$ cat config.mk
export PLATFORM = sky130hd
export DESIGN_NAME = ipm_pin_mux
export DESIGN_NICKNAME = d
export VERILOG_FILES = /design/src/hw/ipm_pkg.sv /design/src/hw/ipm_irq_detect.sv /design/src/hw/ipm_pin_mux.sv
export SDC_FILE = /design/constraint.sdc
export NUM_CORES = 1
export LEC_CHECK = 0
export BUFFER_PORTS_ARGS = -buffer_cell sky130_fd_sc_hd__clkbuf_2
export CAP_MARGIN = 20
export CORE_MARGIN = 5
export CORE_UTILIZATION = 51
export CTS_CLUSTER_SIZE = 28
export DETAILED_ROUTE_END_ITERATION = 10
export PLACE_DENSITY = 0.85
export SYNTH_ARGS = -nofsm -noshare
export SYNTH_HDL_FRONTEND = slang
export SYNTH_SLANG_ARGS = --single-unit
$ cat constraint.sdc
create_clock -name aclk -period 3.85 [get_ports aclk]
set_clock_uncertainty 0.1 [all_clocks]
set_input_delay 0.1925 -clock aclk [delete_from_list [all_inputs] [get_ports aclk]]
set_output_delay 0.1925 -clock aclk [all_outputs]
set_load 0.01 [all_outputs]
$ cat src/hw/ipm_pkg.sv
package ipm_pkg;

   // Register byte offsets.
   localparam logic [7:0] IPM_OFF_CFG0   = 8'h00;
   localparam logic [7:0] IPM_OFF_CFG1   = 8'h04;
   localparam logic [7:0] IPM_OFF_GPIO   = 8'h08;
   localparam logic [7:0] IPM_OFF_STAT   = 8'h0C;
   localparam logic [7:0] IPM_OFF_MASK   = 8'h10;
   localparam logic [7:0] IPM_OFF_PINS   = 8'h14;

   localparam int IPM_ADDR_W = 8;

   // Pin configuration register fields.
   localparam int IPM_CFG_FUNC_LSB = 0;
   localparam int IPM_CFG_TRIG_LSB = 2;
   localparam int IPM_CFG_OE_BIT   = 4;
   localparam int IPM_CFG_OUT_BIT  = 5;

   // Normal-mode pin function.
   typedef enum logic [1:0] {
      IPM_FN_GPIO = 2'h0,
      IPM_FN_IRQ  = 2'h1,
      IPM_FN_ALT  = 2'h2
   } ipm_func_t;

   typedef enum logic [1:0] {
      IPM_TRIG_LEVEL = 2'h0,
      IPM_TRIG_RISE  = 2'h1,
      IPM_TRIG_FALL  = 2'h2
   } ipm_trig_t;

   typedef struct packed {
      logic      out_val;
      logic      out_en;
      ipm_trig_t trig;
      ipm_func_t func;
   } ipm_pin_cfg_t;

   localparam logic [5:0] IPM_CFG_RST = 6'h00;

   typedef enum logic [2:0] {
      IPM_ST_IDLE = 3'b001,
      IPM_ST_SYNC = 3'b010,
      IPM_ST_RUN  = 3'b100
   } ipm_det_state_t;

   localparam logic [1:0] IPM_RESP_OKAY   = 2'h0;
   localparam logic [1:0] IPM_RESP_SLVERR = 2'h2;

endpackage

$ cat src/hw/ipm_irq_detect.sv
`timescale 1ns/1ps
module ipm_irq_detect
   import ipm_pkg::*;
(
   input  wire logic      aclk,
   input  wire logic      aresetn,
   input  wire logic      pin_in,
   input  wire logic      enable,
   input  wire ipm_trig_t trig,
   output logic           pin_sync,
   output logic           event_p
);

   logic      meta_q;
   logic      sync_q;
   logic      prev_q;
   logic      rise;
   logic      fall;
   logic      hit;

   // Two flops before any edge logic looks at the pin.
   // Reset to the pulled-up idle level so that no false rising edge follows reset.
   always_ff @(posedge aclk) begin
      if (!aresetn) begin
         meta_q <= 1'b1;
         sync_q <= 1'b1;
         prev_q <= 1'b1;
      end else begin
         meta_q <= pin_in;   // [RULE_13]
         sync_q <= meta_q;
         prev_q <= sync_q;
      end
   end

   assign rise = sync_q & ~prev_q;
   assign fall = ~sync_q & prev_q;
   // Level mode asserts while the pin is low, the usual sense of a pulled-up line.
   assign hit  = (trig == IPM_TRIG_RISE) ? rise :
                 (trig == IPM_TRIG_FALL) ? fall : ~sync_q;   // [RULE_03]

   assign pin_sync = sync_q;
   assign event_p  = enable & hit;   // [RULE_13]

endmodule

$ cat src/hw/ipm_pin_mux.sv
// Functional notes
// RULE_01: Select input low routes normal functions; high routes alternate functions.
// RULE_02: In normal selection each pin is software-set as interrupt or GPIO.
// RULE_03: Interrupt detection is level, rising edge or falling edge per pin.
// RULE_04: Pins not set as interrupts are GPIO; reset leaves them GPIO inputs.
// RULE_05: Codec transmit role drives the first pin from the transmit shift data.
// RULE_06: Using the alternate transmit pin disables the primary transmit data pin.
// RULE_07: First pin as GPIO output can serve as port A set-ready output.
// RULE_08: First pin is GPIO without special function and resets as GPIO input; in alternate selection the code never drives it, so it is an input only.
// RULE_09: Alternate selection makes second pin the test reset, asynchronously resetting TAP.
// RULE_10: Enabled alternate test reset disconnects the primary test reset pin.
// RULE_11: Codec receive role feeds the second pin into the receive shift register.
// RULE_12: Using the alternate receive pin disables the primary receive data pin.
// RULE_13: Pins are synchronised before edge detection; one request per qualifying edge.
`timescale 1ns/1ps
module ipm_pin_mux
   import ipm_pkg::*;
(
   input  wire logic                  aclk,
   input  wire logic                  aresetn,
   input  wire logic [IPM_ADDR_W-1:0] s_axi_awaddr,
   input  wire logic                  s_axi_awvalid,
   output logic                       s_axi_awready,
   input  wire logic [31:0]           s_axi_wdata,
   input  wire logic [3:0]            s_axi_wstrb,
   input  wire logic                  s_axi_wvalid,
   output logic                       s_axi_wready,
   output logic [1:0]                 s_axi_bresp,
   output logic                       s_axi_bvalid,
   input  wire logic                  s_axi_bready,
   input  wire logic [IPM_ADDR_W-1:0] s_axi_araddr,
   input  wire logic                  s_axi_arvalid,
   output logic                       s_axi_arready,
   output logic [31:0]                s_axi_rdata,
   output logic [1:0]                 s_axi_rresp,
   output logic                       s_axi_rvalid,
   input  wire logic                  s_axi_rready,
   input  wire logic                  pin_function_select,
   input  wire logic                  ext_irq_line_six_i,
   output logic                       ext_irq_line_six_o,
   output logic                       ext_irq_line_six_oe,
   input  wire logic                  ext_irq_line_seven_i,
   output logic                       ext_irq_line_seven_o,
   output logic                       ext_irq_line_seven_oe,
   input  wire logic                  codec_tx_shift_data,
   output logic                       codec_tx_primary_en,
   output logic                       codec_rx_shift_data,
   input  wire logic                  codec_rx_primary_data,
   output logic                       codec_rx_primary_en,
   input  wire logic                  port_a_set_ready,
   output logic                       port_a_set_ready_en,
   input  wire logic                  test_reset_primary_n,
   output logic                       tap_reset_n,
   output logic                       ext_irq_six_req,
   output logic                       ext_irq_seven_req,
   output logic                       irq
);

   ipm_pin_cfg_t cfg0_q;
   ipm_pin_cfg_t cfg1_q;
   logic [1:0]   stat_q;
   logic [1:0]   stat_d;
   logic [1:0]   mask_q;
   logic         aw_have_q;
   logic         w_have_q;
   logic [IPM_ADDR_W-1:0] awaddr_q;
   logic [31:0]  wdata_q;
   logic [3:0]   wstrb_q;
   logic         bvalid_q;
   logic [1:0]   bresp_q;
   logic         rvalid_q;
   logic [31:0]  rdata_q;
   logic [1:0]   rresp_q;
   logic         six_req_q;
   logic         seven_req_q;

   logic         alt_sel;
   logic         six_is_irq;
   logic         seven_is_irq;
   logic         six_is_alt;
   logic         six_sync;
   logic         seven_sync;
   logic         six_ev;
   logic         seven_ev;
   logic         do_write;
   logic         do_read;
   logic         wr_ok;
   logic         rd_ok;
   logic         stat_read;
   logic [31:0]  rd_word;
   logic [1:0]   ev_vec;

   function automatic logic addr_hit(input logic [IPM_ADDR_W-1:0] a);
      addr_hit = (a == IPM_OFF_CFG0) || (a == IPM_OFF_CFG1) || (a == IPM_OFF_GPIO) ||
                 (a == IPM_OFF_STAT) || (a == IPM_OFF_MASK) || (a == IPM_OFF_PINS);
   endfunction

   // Pin function decode.
   assign alt_sel      = pin_function_select;   // [RULE_01]
   assign six_is_irq   = !alt_sel && (cfg0_q.func == IPM_FN_IRQ);   // [RULE_02]
   assign seven_is_irq = !alt_sel && (cfg1_q.func == IPM_FN_IRQ);   // [RULE_02]
   assign six_is_alt   = !alt_sel && (cfg0_q.func == IPM_FN_ALT);

   ipm_irq_detect u_det_six (
      .aclk     (aclk),
      .aresetn  (aresetn),
      .pin_in   (ext_irq_line_six_i),
      .enable   (six_is_irq),
      .trig     (cfg0_q.trig),
      .pin_sync (six_sync),
      .event_p  (six_ev)
   );

   ipm_irq_detect u_det_seven (
      .aclk     (aclk),
      .aresetn  (aresetn),
      .pin_in   (ext_irq_line_seven_i),
      .enable   (seven_is_irq),
      .trig     (cfg1_q.trig),
      .pin_sync (seven_sync),
      .event_p  (seven_ev)
   );

   // First pin: alternate codec transmit takes priority over GPIO output.
   // Only the first pin's normal roles exist, so alternate selection leaves it an input.
   assign codec_tx_primary_en  = ~six_is_alt;   // [RULE_06]
   assign port_a_set_ready_en  = !alt_sel && (cfg0_q.func == IPM_FN_GPIO) && cfg0_q.out_en;   // [RULE_07]

   // Second pin: test reset in alternate selection, codec receive or GPIO otherwise.
   // Test reset is combinational so the TAP sees it without a clock.
   assign tap_reset_n           = alt_sel ? ext_irq_line_seven_i : test_reset_primary_n;   // [RULE_09] [RULE_10]
   assign codec_rx_shift_data   = (!alt_sel && cfg1_q.func == IPM_FN_ALT) ?
                                  ext_irq_line_seven_i : codec_rx_primary_data;   // [RULE_11]
   assign codec_rx_primary_en   = !(!alt_sel && cfg1_q.func == IPM_FN_ALT);   // [RULE_12]

   // Pin drivers registered; reset leaves both pins as inputs.
   always_ff @(posedge aclk) begin
      if (!aresetn) begin
         ext_irq_line_six_o    <= 1'b0;
         ext_irq_line_six_oe   <= 1'b0;   // [RULE_04] [RULE_08]
         ext_irq_line_seven_o  <= 1'b0;
         ext_irq_line_seven_oe <= 1'b0;   // [RULE_04]
      end else begin
         ext_irq_line_six_oe   <= six_is_alt | port_a_set_ready_en;   // [RULE_05] [RULE_08]
         ext_irq_line_six_o    <= six_is_alt ? codec_tx_shift_data :
                                  (cfg0_q.out_val | port_a_set_ready);   // [RULE_05] [RULE_07]
         ext_irq_line_seven_oe <= !alt_sel && (cfg1_q.func == IPM_FN_GPIO) && cfg1_q.out_en;   // [RULE_04]
         ext_irq_line_seven_o  <= cfg1_q.out_val;
      end
   end

   // Pending requests: one per qualifying event, held until read.
   assign ev_vec    = {seven_ev, six_ev};
   assign stat_read = do_read && (s_axi_araddr == IPM_OFF_STAT);
   // A new event in the clearing cycle stays set.
   assign stat_d    = (stat_read ? 2'b00 : stat_q) | ev_vec;   // [RULE_13]

   always_ff @(posedge aclk) begin
      if (!aresetn) begin
         stat_q      <= 2'b00;
         six_req_q   <= 1'b0;
         seven_req_q <= 1'b0;
      end else begin
         stat_q      <= stat_d;
         six_req_q   <= six_ev;   // [RULE_13]
         seven_req_q <= seven_ev;
      end
   end

   assign ext_irq_six_req   = six_req_q;
   assign ext_irq_seven_req = seven_req_q;
   assign irq               = |(stat_q & mask_q);

   // AXI4-Lite write path: address and data latched independently.
   assign s_axi_awready = ~aw_have_q & ~bvalid_q;
   assign s_axi_wready  = ~w_have_q & ~bvalid_q;
   assign do_write      = aw_have_q & w_have_q & ~bvalid_q;
   assign wr_ok         = addr_hit(awaddr_q) && (awaddr_q != IPM_OFF_STAT) && (awaddr_q != IPM_OFF_PINS);

   always_ff @(posedge aclk) begin
      if (!aresetn) begin
         aw_have_q <= 1'b0;
         w_have_q  <= 1'b0;
         awaddr_q  <= '0;
         wdata_q   <= 32'h0000_0000;
         wstrb_q   <= 4'h0;
         bvalid_q  <= 1'b0;
         bresp_q   <= IPM_RESP_OKAY;
      end else begin
         if (s_axi_awvalid && s_axi_awready) begin
            aw_have_q <= 1'b1;
            awaddr_q  <= s_axi_awaddr;
         end
         if (s_axi_wvalid && s_axi_wready) begin
            w_have_q <= 1'b1;
            wdata_q  <= s_axi_wdata;
            wstrb_q  <= s_axi_wstrb;
         end
         if (do_write) begin
            aw_have_q <= 1'b0;
            w_have_q  <= 1'b0;
            bvalid_q  <= 1'b1;
            bresp_q   <= wr_ok ? IPM_RESP_OKAY : IPM_RESP_SLVERR;
         end else if (bvalid_q && s_axi_bready) begin
            bvalid_q <= 1'b0;
         end
      end
   end

   assign s_axi_bvalid = bvalid_q;
   assign s_axi_bresp  = bresp_q;

   // Configuration registers; only byte lane 0 carries fields.
   always_ff @(posedge aclk) begin
      if (!aresetn) begin
         cfg0_q <= IPM_CFG_RST;   // [RULE_04] [RULE_08]
         cfg1_q <= IPM_CFG_RST;
         mask_q <= 2'b00;
      end else if (do_write && wstrb_q[0]) begin
         if (awaddr_q == IPM_OFF_CFG0) begin
            cfg0_q <= wdata_q[5:0];
         end
         if (awaddr_q == IPM_OFF_CFG1) begin
            cfg1_q <= wdata_q[5:0];
         end
         if (awaddr_q == IPM_OFF_GPIO) begin
            cfg0_q.out_val <= wdata_q[0];
            cfg1_q.out_val <= wdata_q[1];
         end
         if (awaddr_q == IPM_OFF_MASK) begin
            mask_q <= wdata_q[1:0];
         end
      end
   end

   // AXI4-Lite read path.
   assign s_axi_arready = ~rvalid_q;
   assign do_read       = s_axi_arvalid & s_axi_arready;
   assign rd_ok         = addr_hit(s_axi_araddr);
   assign rd_word       = (s_axi_araddr == IPM_OFF_CFG0) ? {26'h000_0000, cfg0_q} :
                          (s_axi_araddr == IPM_OFF_CFG1) ? {26'h000_0000, cfg1_q} :
                          (s_axi_araddr == IPM_OFF_GPIO) ? {30'h0000_0000, cfg1_q.out_val, cfg0_q.out_val} :
                          (s_axi_araddr == IPM_OFF_STAT) ? {30'h0000_0000, stat_q} :
                          (s_axi_araddr == IPM_OFF_MASK) ? {30'h0000_0000, mask_q} :
                          (s_axi_araddr == IPM_OFF_PINS) ? {29'h0000_0000, alt_sel, seven_sync, six_sync} :
                          32'h0000_0000;

   always_ff @(posedge aclk) begin
      if (!aresetn) begin
         rvalid_q <= 1'b0;
         rdata_q  <= 32'h0000_0000;
         rresp_q  <= IPM_RESP_OKAY;
      end else if (do_read) begin
         rvalid_q <= 1'b1;
         rdata_q  <= rd_word;
         rresp_q  <= rd_ok ? IPM_RESP_OKAY : IPM_RESP_SLVERR;
      end else if (rvalid_q && s_axi_rready) begin
         rvalid_q <= 1'b0;
      end
   end

   assign s_axi_rvalid = rvalid_q;
   assign s_axi_rdata  = rdata_q;
   assign s_axi_rresp  = rresp_q;

endmodule

# ---- Word-level counts from Yosys, hierarchy flattened
# Index checks and enable logic that the tools add are counted.
# W data, S select, Z words.
dict set report op_classes {
  muxes 24
  n_eq_ne 20
  n_bitwise 25
  reduce_logical 43
}
# cell count
set ops {}
lappend ops {{$eq A8 B4 Y1 const B} 4}
lappend ops {{$eq A8 B5 Y1 const B} 4}
lappend ops {{$mux W6} 4}
lappend ops {{$eq A8 B3 Y1 const B} 2}
lappend ops {{$logic_and A1 B1 Y1} 16}
lappend ops {{$logic_not A8 Y1} 2}
lappend ops {{$mux W1} 13}
lappend ops {{$mux W3} 4}
lappend ops {{$and A1 B1 Y1} 11}
lappend ops {{$logic_or A1 B1 Y1} 10}
lappend ops {{$not A1 Y1} 10}
lappend ops {{$reduce_and A2 Y1} 5}
lappend ops {{$eq A2 B1 Y1 const B} 4}
lappend ops {{$eq A2 B2 Y1 const B} 4}
lappend ops {{$ne A8 B4 Y1 const B} 1}
lappend ops {{$ne A8 B5 Y1 const B} 1}
lappend ops {{$reduce_bool A2 Y1} 4}
lappend ops {{$mux W2} 3}
lappend ops {{$logic_not A2 Y1} 2}
lappend ops {{$reduce_or A2 Y1} 2}
lappend ops {{$and A2 B2 Y2} 1}
lappend ops {{$logic_not A1 Y1} 2}
lappend ops {{$or A1 B1 Y1} 2}
lappend ops {{$or A2 B2 Y2} 1}
dict set report word_totals {
  input_bits 66
  reg_bits 83
  out_inout_bits 53
}

# ---- Longest topological paths before layout
# Gate-level depths: netlist of run 1.
dict set report logic_depth {
  word_depth 9
  ltp_mapped 5
  depth_no_buf 4
}

# ---- By module
# Synthesis of run 1 repeated with hierarchy kept, for this count alone.
dict set report unflattened {
  hier_cells 296
  hier_area_um2 2633.8
}
# mod cells_each n_inst area_per_inst_um2 seq_area_each_um2
set modules_own_cells {}
lappend modules_own_cells {ipm_pin_mux 272 1 2388.5 980.9}
lappend modules_own_cells {ipm_irq_detect 12 2 122.6 60.1}

# ---- Worst setup path after synthesis of run 1
# OpenSTA, ideal clock, no wires.
dict set report synth_path {
  path_type {register to register}
  from {register awaddr_q[0]}
  to {register cfg0_q[0] (netlist name)}
  period_less_slack_ps 1822
  arrival_time_ps 1606
  setup_slack_ps 2028
  required_time_ps 3634
  stages_incl_launch_ff 6
  path_cell_list {dfxtp_1 -> or4_4 -> buf_6 -> nor4_4 -> mux2i_1 -> nor2b_1}
}
dict set report synth_via {
  elab_chain_len 2
}
# item line
set synth_rtl {}
lappend synth_rtl {{from (decl)} ipm_pin_mux.sv:66} ;# logic [IPM_ADDR_W-1:0] awaddr_q;
lappend synth_rtl {{from (signal assigned)} ipm_pin_mux.sv:192} ;# awaddr_q <= s_axi_awaddr;
lappend synth_rtl {{$logic_not A8 Y1} ipm_pin_mux.sv:220} ;# if (awaddr_q == IPM_OFF_CFG0) begin
lappend synth_rtl {{$reduce_and A2 Y1 (no line)} -}
lappend synth_rtl {{to (signal assigned)} ipm_pin_mux.sv:221} ;# cfg0_q <= wdata_q[5:0];
lappend synth_rtl {{to (decl)} ipm_pin_mux.sv:59} ;# ipm_pin_cfg_t cfg0_q;
# No other way between the ends.
# A chain may end at the register's enable or synchronous reset.

# ---- Final worst setup path of run 1
dict set report layout_path {
  from {register bvalid_q (netlist: s_axi_bvalid)}
  to {register cfg0_q[3] (netlist name)}
}
dict set report layout_via {
  elab_chain_len 4
}
# item line
set layout_rtl {}
lappend layout_rtl {{from (decl)} ipm_pin_mux.sv:69} ;# logic bvalid_q;
lappend layout_rtl {{from (signal assigned)} ipm_pin_mux.sv:187} ;# bvalid_q <= 1'b0;
lappend layout_rtl {{from (signal assigned)} ipm_pin_mux.sv:202} ;# bvalid_q <= 1'b1;
lappend layout_rtl {{from (signal assigned)} ipm_pin_mux.sv:205} ;# bvalid_q <= 1'b0;
lappend layout_rtl {{$not A1 Y1} ipm_pin_mux.sv:177} ;# assign do_write = aw_have_q & w_have_q & ~bvalid_q;
lappend layout_rtl {{$and A1 B1 Y1} ipm_pin_mux.sv:177}
lappend layout_rtl {{$logic_and A1 B1 Y1} ipm_pin_mux.sv:219} ;# end else if (do_write && wstrb_q[0]) begin
lappend layout_rtl {{$reduce_and A2 Y1 (no line)} -}
# No other way between the ends.

==> results.md, run 1 <==
- Chip Width: about 82 um
- Cell Pwr Density: 377 mW/mm^2
- Status: completed
- DR vias: 2031
- Filler cells: ~460
- Tot GR Track Use: 16.4%
- Antenna diode count: 0
- Global-route wire length before repair: about 8700 um
- Clk network pwr share: 35.1%
- Starting density of the core: about 52%
- Asr flop ratio synth: 0%
- Max-slew violations: 0
- H-tree Lvls: 2
- Clock buffer depth: 2
- Vias per cell: roughly 5
- Die area: around 0.0068 sq mm
- Final period util: roughly half
- Post-synthesis sequential area ratio: 41.1%
- Final Hold Fails: 0
- Synth area leader: dfxtp_1
- Post-synth top area share: about two fifths
- Nets: 405
- Site Rows: 26
- RSZ-0062 raised after global routing: false
- Synth Cell Area: 0.00268 sq mm
- Initial antenna violation count: 0
- # DRC: 0
- Max-cap check violation count: 0
- Most common cell in the synthesized netlist: dfxtp_1
- DIE HEIGHT: ~82 um
- Tmin final: 1950 ps
- CP startpoint kind: flip-flop
- Worst ir drop on vdd: just under 0.0002 V
- Core area: 0.00511 sq mm
- CTS sink cnt: 55
- Largest net degree at the start of global routing: 31
- Min-delay worst type: input port to flip-flop
- Sw Share: 25.0%
- Area after DPL: between 0.002 and 0.003 sq mm
- Resized Gates After CTS: 0
- Sum Neg Setup Slack: 0 ps
- Post-synth EDFFs: 0
- Worst setup path class: flip-flop to flip-flop
- # setup viols final: 0
- Synth area leaders: dfxtp_1 (41%), mux2i_1 (9.0%), buf_4 (7.8%)
- Int Power: 0.000861 W
- 1st-iter DRT viols: between 100 and 150
- Skew-Pair Late Insertion Delay: approximately 310 ps
- Num CTS Buffers: 5
- Final instance area: slightly above 0.003 sq mm
- Clock Pin Slew Worst Setup and Hold Paths: 100 ps
- Count of cell types in the netlist: 45
- F_max: 512 MHz
- CTS root buf: clkbuf_8
- GPL Wtd Cong: ~0.8
- Combinational Power Share: 11.9%
- Grt ovf: 0
- Slew margin rel.: about three fifths
- Drt pass-1 iters: 4
- Final WL: around 5500 um
- DRT antenna net count: 0
- Yosys warns: 0
- Critical path capture point type: flip-flop
- IO Port Bufs: 61
- Maximum fanout along the worst path: 9
- Routed len/inst: 13.4 um
- Top post-synthesis cells by count: dfxtp_1 (55), buf_4 (28), nand2_1 (26), nor2b_1 (26), mux2i_1 (24)
- Final HPWL DP: between 4000 and 5000 um
- Io pins: 119
- Syn Inst Count: roughly 280
- Syn avg cell area: 9.43 sq um
- Primary FF master, synth: dfxtp_1
- Flop pwr share: a little over half
- CTS tree: done
- Worst Path Required: about 4000 ps
- #FFs+latches synth: 55
- CP arrival: around 2000 ps
- Leak pwr: 1.25 nW
- Area grow syn2layout: 13.5%
- Slew @ Worst Pin: between 500 and 600 ps
- Vias in the first global route: around 1900
- Setup bufs post-CTS: 0
- Hold Buf Count CTS: 1
- P_sw: about 0.00029 W
- Min Hold Slack: 2.92 ps
- Layout cells sized above 1: 25.3%
per-stage QoR:
stage               instances  setup WS, ps  total power (W)  utilization (%)
CTS                       410          1880          0.00115             59.6
global route              410          1790          0.00119             59.6
global placement          401          1970         0.000750             57.0
floorplan                 311          2030         0.000736                -
finish                    410          1900          0.00115             59.6
detailed placement        401          1900         0.000756             57.0
path summary, 6_finish.rpt:
check / from / slack [ps] / endpoint / depth (start not counted)
hold / removal: s_axi_awaddr[1] / 3 / awaddr_q[1] / 3
setup reg to reg: s_axi_bvalid / 1900 / cfg0_q[3] / 4
setup / recovery: s_axi_bvalid / 1900 / cfg0_q[3] / 4
hold reg to reg: u_det_seven.meta_q / 320 / u_det_seven.pin_sync / 1
state kept, by name, summed over array words and instances, names as in the netlist, 2 cells and up:
register / cells
awaddr_q: 8
cfg0_q: 6
cfg1_q: 6
s_axi_rdata: 6
wdata_q: 6
mask_q: 2
stat_q: 2
cells in the final DEF, fill, tap and decap left out, drive strengths merged, types with 2 or more instances in the layout:
cell and instances:
nand3b 3, conb 28, mux2 8, nand2 26, a21oi 3, nor3b 5, or3b 4, nor2b 26
nand3 3, o21ai 6, dfxtp 55, o21bai 2, clkbuf 67, o31ai 3, nor3 2, and2 4
or4bb 2, a221oi 2, nor2 13, nand2b 7, nor4 5, a211o 2, or4 2, o211a 2
mux2i 24, inv 7, a22oi 4, a21boi 11
layout make-up:
| type | instances | area (sq um) | area share (%) |
|---|---|---|---|
| Multi-Input combinational cell | 208 | 1390 | 45.6 |
| Sequential cell | 55 | 1100 | 36.2 |
| Timing Repair Buffer | 63 | 323 | 10.6 |
| Tap cell | 70 | 87.6 | 2.88 |
| Clock buffer | 6 | 82.6 | 2.71 |
| Clock inverter | 2 | 38.8 | 1.28 |
| Inverter | 6 | 22.5 | 0.740 |
critical path: stages (launching register included):
cell	delay [ps]
dfxtp_1	350
nand3b_1	450
nor4_4	600
mux2i_1	270
nor2b_1	70
cell families (layout without fill, tap and decap cells):
| logic type | count (synthesis) | after routing | share of synthesized area (%) |
|---|---|---|---|
| muxes | 32 | 32 | 12.3 |
| buffers and inverters | 48 | 77 | 10.9 |
| adders and majority gates | 1 | 1 | 0.374 |
| and+or+nand+nor | 108 | 108 | 24.5 |
| AOI/OAI and AO/OA | 38 | 38 | 10.3 |
| DFF | 55 | 55 | 41.1 |
| xor gates and xnor gates | 1 | 1 | 0.327 |
| other | 1 | 28 | 0.140 |
power by group through the flow:
stage          clock [W]  combinational [W]  sequential, W
2_1_floorplan          0           0.000123       0.000613
3_3_place_gp           0           0.000130       0.000620
3_5_place_dp           0           0.000135       0.000621
4_1_cts         0.000409           0.000136       0.000608
5_1_grt         0.000430           0.000152       0.000612
6_report        0.000403           0.000136       0.000608
routing by layer:
| layer | vias to the layer above | global-route usage [%] | part of all wire (%) |
|---|---|---|---|
| met5 | - | 0 | 0 |
| met4 | 0 | 5.65 | 1.4 |
| met3 | 8 | 3.36 | 6.6 |
| met2 | 63 | 26.8 | 48 |
| met1 | 929 | 21.4 | 44 |
| li1 | 1031 | - | - |
No activity file was read; power rests on OpenSTA's default activity.
==> run 2: changes to the inputs <==
--- a/config.mk
+++ b/config.mk
@@ -8,10 +8,10 @@
 export BUFFER_PORTS_ARGS = -buffer_cell sky130_fd_sc_hd__clkbuf_2
 export CAP_MARGIN = 20
 export CORE_MARGIN = 5
-export CORE_UTILIZATION = 51
+export CORE_UTILIZATION = 47
 export CTS_CLUSTER_SIZE = 28
 export DETAILED_ROUTE_END_ITERATION = 10
-export PLACE_DENSITY = 0.85
+export PLACE_DENSITY = 0.8
 export SYNTH_ARGS = -nofsm -noshare
 export SYNTH_HDL_FRONTEND = slang
 export SYNTH_SLANG_ARGS = --single-unit
==> constraint.sdc (replaced) <==
create_clock -name aclk -period 1.85 [get_ports aclk]
set_clock_uncertainty 0.1 [all_clocks]
set_input_delay 0.0925 -clock aclk [delete_from_list [all_inputs] [get_ports aclk]]
set_output_delay 0.0925 -clock aclk [all_outputs]
set_load 0.01 [all_outputs]
==> run 2 against run 1 <==
  * Total power grew 99%
  * Sequential share of layout area shrank 2.9 points
  * Maximum frequency grew 8.4%
  * Combinational power grew to 2.5 times the previous value
  * Non-clock buffer count grew 31
  * Clock power grew 66%
  * First-iteration DRC count grew 21%
  * Critical path depth grew 1
  * Via count grew 8.0%
  * Wire length grew 13%
  * Worst setup slack lost 1800 ps
  * Critical path type unchanged
  * Largest cell class unchanged
  * Largest power group unchanged
==> results.md, run 2 (synthesis gave the netlist of run 1 again) <==
- Max stage delay cell, worst path: or4bb_4 (was nor4_4)
- Worst Path Required: 1950 ps (was 3960 ps)
- Final period util: 97.4% (was 50.7%)
- Dpl cells: 410 (was 401)
- Cell Pwr Density: 683 mW/mm^2 (was 377 mW/mm^2)
- Vias in the first global route: 2081 (was 1869)
- 1st-iter DRT viols: 177 (was 146)
- Flop pwr share: 55.5% (was 53.0%)
- Antenna diode count: 0 (unchanged)
- Critical path capture point type: flip-flop (unchanged)
- Worst path max stage delay: 540 ps (was 600 ps)
- Max-slew violations: 0 (unchanged)
- Area grow syn2layout: 24.6% (was 13.5%)
- Io pins: 119 (unchanged)
- CP startpoint kind: flip-flop (unchanged)
- # DRC: 0 (unchanged)
- Final Hold Fails: 0 (unchanged)
- Area after DPL: 0.00297 sq mm (was 0.00291 sq mm)
- Clock buffer depth: 2 (unchanged)
- DRT antenna net count: 0 (unchanged)
- P_sw: 0.000598 W (was 0.000287 W)
- Clock Pin Slew Worst Setup and Hold Paths: 90 ps (was 100 ps)
- Maximum fanout along the worst path: 6 (was 9)
- Layout cells sized above 1: 27.6% (was 25.3%)
- Drt pass-1 iters: 4 (unchanged)
- Final WL: 6200 um (was 5480 um)
- Clk network pwr share: 29.4% (was 35.1%)
- Int Power: 0.00168 W (was 0.000861 W)
- CP top delay family: simple AND/OR/NAND/NOR gates (unchanged)
- WP buf/inv: 1 (was 0)
- Most flop-heavy register: awaddr_q (unchanged)
- Skew-Pair Late Insertion Delay: 310 ps (about the same)
- Routed len/inst: 14.0 um (was 13.4 um)
- # setup viols final: 0 (unchanged)
- Worst setup path class: flip-flop to flip-flop (unchanged)
- Leak pwr: 1.39 nW (was 1.25 nW)
- Nets: 436 (was 405)
- Vias per cell: 4.96 (was 4.95)
- Filler cells: 476 (was 459)
- Final cell count without fillers: 442 (was 410)
- Min-delay worst type: input port to flip-flop (unchanged)
- Grt ovf: 0 (unchanged)
- Status: completed (unchanged)
- CTS sink cnt: 55 (unchanged)
- CP arrival: 1900 ps (was 2060 ps)
- Largest register FFs: 8 (unchanged)
- CTS tree: done (unchanged)
- Site Rows: 27 (was 26)
- Global-route wire length before repair: 9870 um (was 8650 um)
- Initial antenna violation count: 0 (unchanged)
- Slew margin rel.: 58.3% (was 60.1%)
- Critical-path cell list: or4bb_4, nor4_4, buf_6, mux2i_2, nor2b_1 (was nand3b_1, nor4_4, mux2i_1, nor2b_1)
- DR vias: 2193 (was 2031)
- Final HPWL DP: 4320 um (was 4090 um)
- Starting density of the core: 48.6% (was 52.4%)
- Num CTS Buffers: 5 (unchanged)
- Tmin final: 1800 ps (was 1950 ps)
- GPL Wtd Cong: 0.789 (was 0.797)
- Worst ir drop on vdd: 0.000350 V (was 0.000197 V)
- Final instance area: 0.00334 sq mm (was 0.00304 sq mm)
- IO Port Bufs: 61 (unchanged)
- F_max: 555 MHz (was 512 MHz)
- Chip Width: 85.5 um (was 82.5 um)
- Sw Share: 26.2% (was 25.0%)
- Reg2Reg Setup Slack: 50 ps (was 1900 ps)
- Most frequent cells in the layout: clkbuf_2 (61), dfxtp_1 (50), conb_1 (28), nor2b_1 (26), nand2_1 (26) (was clkbuf_2 (61), dfxtp_1 (55), conb_1 (28), nor2b_1 (26), nand2_1 (26))
- Core area: 0.00551 sq mm (was 0.00511 sq mm)
- Combinational Power Share: 15.2% (was 11.9%)
- Tot GR Track Use: 16.6% (was 16.4%)
- Largest net degree at the start of global routing: 29 (was 31)
- Slew @ Worst Pin: 610 ps (was 593 ps)
- H-tree Lvls: 2 (unchanged)
- Max-cap check violation count: 0 (unchanged)
- Most common cell after layout, fill and taps aside: clkbuf_2 (unchanged)
- CTS root buf: clkbuf_8 (unchanged)
- RSZ-0062 raised after global routing: true (was false)
- DIE HEIGHT: 85.5 um (was 82.5 um)
- Die area: 0.00731 sq mm (was 0.00680 sq mm)
==> run 2: area by class of cell <==
cell class	instances	area [sq um]	share of cell area [%]
tap	72	90.1	2.70
sequential	55	1110	33.3
multi-input combinational	208	1410	42.1
clock buffer	6	82.6	2.47
clock inverter	1	5.00	0.150
timing repair buffer	94	618	18.5
inverter	6	22.5	0.675
==> run 2: power groups by stage <==
stage / Combinational [W] / Sequential [W] / Clock [W]
floorplan: 0.000255 / 0.00128 / 0
global placement: 0.000283 / 0.00129 / 0
detailed placement: 0.000291 / 0.00129 / 0
CTS: 0.000331 / 0.00126 / 0.000693
global route: 0.000382 / 0.00127 / 0.000735
finish: 0.000346 / 0.00127 / 0.000669
==> run 2: worst reg2reg max path, delay by kind of cell, from the launching register on <==
family | cells | cell delay, ps
buffers and inverters | 1 | 170
and+or+nand+nor | 3 | 850
muxes | 1 | 200
DFF | 1 | 380
==> run 2: metrics by stage <==
step / setup slack [ps] / power, W / utilization, % / setup TNS [ps] / hold WS (ps)
6_report: 48.2 / 0.00228 / 60.6 / 0 / 3.63
5_1_grt: -19.3 / 0.00239 / 60.6 / -32.2 / 23.1
3_5_place_dp: 31.7 / 0.00158 / 53.9 / 0 / 183
4_1_cts: 13.4 / 0.00229 / 59.6 / 0 / 2.58
3_3_place_gp: 71.3 / 0.00157 / 53.9 / 0 / 178
2_1_floorplan: 28.2 / 0.00153 / - / 0 / 94.0
==> run 2: timing repair <==
| action | 4_1_cts | 5_1_grt |
|---|---|---|
| hold endpoints to repair | 22 | 0 |
| setup endpoints to repair | 0 | 14 |
| hold buffers | 23 | 0 |
| buffers inserted | 0 | 2 |
| resized for setup | 0 | 13 |
==> run 2: path summary, 6_finish.rpt <==
| kind | from | endpoint | depth (start not counted) |
|---|---|---|---|
| worst max-delay path | awaddr_q[2] | cfg1_q[1] | 5 |
| worst min-delay path | port_a_set_ready | ext_irq_line_six_o | 4 |
| worst max register to register | awaddr_q[2] | cfg1_q[1] | 5 |
| worst min register to register | u_det_seven.meta_q | u_det_seven.pin_sync | 1 |
==> run 2: layer usage <==
metal,vias up,wire [um],GRT usage (%)
met2,69,2970,27.5
met1,1021,2690,20.6
met3,11,398,3.84
met4,0,148,7.19
met5,-,0,0
li1,1092,-,-
==> run 3: changes to the inputs <==
--- a/config.mk
+++ b/config.mk
@@ -5,13 +5,14 @@
 export SDC_FILE = /design/constraint.sdc
 export NUM_CORES = 1
 export LEC_CHECK = 0
+export ABC_AREA = 1
 export BUFFER_PORTS_ARGS = -buffer_cell sky130_fd_sc_hd__clkbuf_2
 export CAP_MARGIN = 20
-export CORE_MARGIN = 5
-export CORE_UTILIZATION = 47
+export CORE_MARGIN = 2
+export CORE_UTILIZATION = 46
 export CTS_CLUSTER_SIZE = 28
 export DETAILED_ROUTE_END_ITERATION = 10
-export PLACE_DENSITY = 0.8
+export PLACE_DENSITY = 0.79
 export SYNTH_ARGS = -nofsm -noshare
 export SYNTH_HDL_FRONTEND = slang
 export SYNTH_SLANG_ARGS = --single-unit
==> run 3 against run 2 <==
  * Die area down 16%
  * Non-clock buffer count down 10
  * Largest cell class is now registers
  * Core utilization down 3.5 points
  * Sequential cell count unchanged
  * Worst setup slack better by 110 ps
  * Critical path depth up 2
  * Cell area down 7.5%
  * Synthesized area down 5.5%
  * Worst hold slack better by 21 ps
  * Count of clock-buffer cells in the layout unchanged
  * Largest power group unchanged
  * Via count up 7.9%
==> results.md, run 3 <==
- Initial antenna violation count: 0 (unchanged)
- Worst setup path class: flip-flop to flip-flop (unchanged)
- Most common cell after layout, fill and taps aside: clkbuf_2 (unchanged)
- Combinational Power Share: 15.0% (was 15.2%)
- Min-delay worst type: input port to flip-flop (unchanged)
- Leak pwr: 1.44 nW (was 1.39 nW)
- Clock Pin Slew Worst Setup and Hold Paths: 90 ps (about the same)
- Num CTS Buffers: 5 (unchanged)
- Top post-synthesis cells by count: dfxtp_1 (55), nor2_1 (52), inv_1 (49), nand2_1 (45), o21ai_0 (32) (was dfxtp_1 (55), buf_4 (28), nand2_1 (26), nor2b_1 (26), mux2i_1 (24))
- Post-synthesis sequential area ratio: 43.5% (was 41.1%)
- Most frequent cells in the layout: clkbuf_2 (61), dfxtp_1 (54), nor2_1 (52), inv_1 (49), nand2_1 (45) (was clkbuf_2 (61), dfxtp_1 (50), conb_1 (28), nor2b_1 (26), nand2_1 (26))
- # setup viols final: 0 (unchanged)
- # DRC: 0 (unchanged)
- Asr flop ratio synth: 0% (unchanged)
- GPL Wtd Cong: 0.857 (was 0.789)
- Final period util: 91.5% (was 97.4%)
- Nets: 499 (was 436)
- Post-synth EDFFs: 0 (unchanged)
- Drt pass-1 iters: 4 (unchanged)
- Global-route wire length before repair: 8920 um (was 9870 um)
- Chip Width: 78.2 um (was 85.5 um)
- Vias per cell: 4.70 (was 4.96)
- Final Hold Fails: 0 (unchanged)
- Tot GR Track Use: 18.2% (was 16.6%)
- #FFs+latches synth: 55 (unchanged)
- DRT antenna net count: 0 (unchanged)
- Cell Pwr Density: 716 mW/mm^2 (was 683 mW/mm^2)
- Worst setup slack after layout: 158 ps (was 48.2 ps)
- Synth Cell Area: 0.00253 sq mm (was 0.00268 sq mm)
- Max-cap check violation count: 0 (unchanged)
- Routed len/inst: 10.9 um (was 14.0 um)
- Maximum fanout along the worst path: 4 (was 6)
- H-tree Lvls: 2 (unchanged)
- CTS tree: done (unchanged)
- Clk network pwr share: 27.6% (was 29.4%)
- Worst Path Required: 1950 ps (about the same)
- F_max: 591 MHz (was 555 MHz)
- Most used cell, CP: inv_1
- 1st-iter DRT viols: 130 (was 177)
- Post-synth top area share: 43.5% (was 41.1%)
- Grt ovf: 0 (unchanged)
- Slew @ Worst Pin: 519 ps (was 610 ps)
- CTS root buf: clkbuf_8 (unchanged)
- Primary FF master, synth: dfxtp_1 (unchanged)
- Clock buffer depth: 2 (unchanged)
- Site Rows: 27 (unchanged)
- P_sw: 0.000585 W (was 0.000598 W)
- Largest net degree at the start of global routing: 38 (was 29)
- Status: completed (unchanged)
- Most flop-heavy register: awaddr_q (unchanged)
- DR vias: 2367 (was 2193)
- Final instance area: 0.00309 sq mm (was 0.00334 sq mm)
- Yosys warns: 0 (unchanged)
- Synth area leaders: dfxtp_1 (43%), buf_4 (8.3%), nor2_1 (7.7%) (was dfxtp_1 (41%), mux2i_1 (9.0%), buf_4 (7.8%))
- Worst ir drop on vdd: 0.000413 V (was 0.000350 V)
- Syn avg cell area: 7.21 sq um (was 9.43 sq um)
- Antenna diode count: 0 (unchanged)
- Vias in the first global route: 2121 (was 2081)
- Max stage delay cell, worst path: dlygate4sd3_1 (was or4bb_4)
- Filler cells: 538 (was 476)
- Area after DPL: 0.00280 sq mm (was 0.00297 sq mm)
- Skew-Pair Late Insertion Delay: 300 ps (was 310 ps)
- Flop pwr share: 57.5% (was 55.5%)
- Die area: 0.00611 sq mm (was 0.00731 sq mm)
- Worst path max stage delay: 540 ps (about the same)
- Synth area leader: dfxtp_1 (unchanged)
- Place WS: 225 ps (was 31.7 ps)
- Sum Neg Setup Slack: 0 ps (unchanged)
- Tmin final: 1690 ps (was 1800 ps)
- Core area: 0.00541 sq mm (was 0.00551 sq mm)
- Largest register FFs: 8 (unchanged)
- Power after layout: 0.00221 W (was 0.00228 W)
- Setup bufs post-CTS: 0 (unchanged)
- Most common cell in the synthesized netlist: dfxtp_1 (unchanged)
- CTS sink cnt: 55 (unchanged)
- DIE HEIGHT: 78.2 um (was 85.5 um)
- Area grow syn2layout: 21.9% (was 24.6%)
- Critical path capture point type: flip-flop (unchanged)
- IO Port Bufs: 61 (unchanged)
- RSZ-0062 raised after global routing: false (was true)
- Count of cell types in the netlist: 29 (was 45)
- Critical-path cell list: inv_1, nor3_1, buf_4, inv_1, o21ai_1, nor2_1, dlygate4sd3_1 (was or4bb_4, nor4_4, buf_6, mux2i_2, nor2b_1)
- Syn Inst Count: 351 (was 284)
- Slew margin rel.: 65.3% (was 58.3%)
- Sw Share: 26.5% (was 26.2%)
- Final WL: 5470 um (was 6200 um)
- CP startpoint kind: flip-flop (unchanged)
- Int Power: 0.00162 W (was 0.00168 W)
- Layout cells sized above 1: 18.3% (was 27.6%)
- CP arrival: 1790 ps (was 1900 ps)
- Io pins: 119 (unchanged)
- Starting density of the core: 46.8% (was 48.6%)
- Final HPWL DP: 4040 um (was 4320 um)
- Max-slew violations: 0 (unchanged)
==> run 3: cell count changes after synthesis, sizes merged, moves of 5 or more <==
cell    change
o21ai      +29
nand3       +7
nor3        +6
inv        +46
clkbuf      -5
mux2        -8
nand2      +20
mux2i      -24
nor2       +40
a21boi     -11
a21oi      +28
nand2b      -7
nor2b      -26
==> run 3: timing repair <==
| item | CTS | global route |
|---|---|---|
| gates resized for setup | 0 | 2 |
| endpoints found under the setup margin | 0 | 1 |
| endpoints found under the hold margin | 20 | 0 |
| hold buffers | 21 | 0 |
==> run 3: cell type report <==
type                            count  area (sq um)  share of cell area, %
Clock buffer                        6          72.6                   2.35
Inverter                           52           195                   6.32
Tap cell                           72          90.1                   2.92
Multi-Input combinational cell    235          1100                   35.5
Timing Repair Buffer               84           531                   17.2
Sequential cell                    55          1100                   35.7
==> run 3: per-layer routing <==
| layer | share of wire, % | vias up | routed length, um | track usage [%] |
|---|---|---|---|---|
| li1 | - | 1229 | - | - |
| met1 | 45 | 1043 | 2450 | 21.3 |
| met2 | 47 | 84 | 2580 | 32.4 |
| met3 | 5.9 | 11 | 323 | 3.91 |
| met4 | 2.0 | 0 | 110 | 7.19 |
| met5 | 0 | - | 0 | 0 |
==> run 3: path summary, 6_finish.rpt <==
path / slack [ps] / endpoint / cells past startpoint / from
min: 20 / s_axi_rvalid / 3 / s_axi_rready
max: 160 / ext_irq_line_six_o / 7 / cfg0_q[1]
min reg2reg: 320 / u_det_seven.pin_sync / 1 / u_det_seven.meta_q
max reg2reg: 160 / ext_irq_line_six_o / 7 / cfg0_q[1]
==> run 3: power by group through the flow <==
| stage | Combinational (W) | Clock, W | Sequential, W |
|---|---|---|---|
| after floorplan | 0.000239 | 0 | 0.00130 |
| after global placement | 0.000288 | 0 | 0.00129 |
| after detailed placement | 0.000294 | 0 | 0.00130 |
| after CTS | 0.000330 | 0.000624 | 0.00127 |
| after global routing | 0.000374 | 0.000660 | 0.00128 |
| final | 0.000331 | 0.000609 | 0.00127 |
==> run 3: stage by stage <==
step / hold WS [ps] / instances / utilization, %
floorplan: 69.0 / 378 / -
global placement: 186 / 477 / 51.9
detailed placement: 183 / 477 / 51.9
CTS: 14.3 / 504 / 57.1
global route: 19.3 / 504 / 57.1
finish: 24.7 / 504 / 57.1
==> run 3: cells by family (layout without fill, tap and decap cells) <==
group	after synthesis	count (layout)	share of synthesized area [%]
other	1	28	0.148
AO/OA/AOI/OAI	79	79	17.1
buffers and inverters	88	142	17.2
AND/OR/NAND/NOR	128	128	22.1
flip-flops	55	55	43.5
==> run 3: critical path: cells and delay by family (launching register included) <==
family,cells,cell delay [ps]
buffers and inverters,4,810
AOI/OAI and AO/OA,1,100
DFF,1,360
and+or+nand+nor,2,210
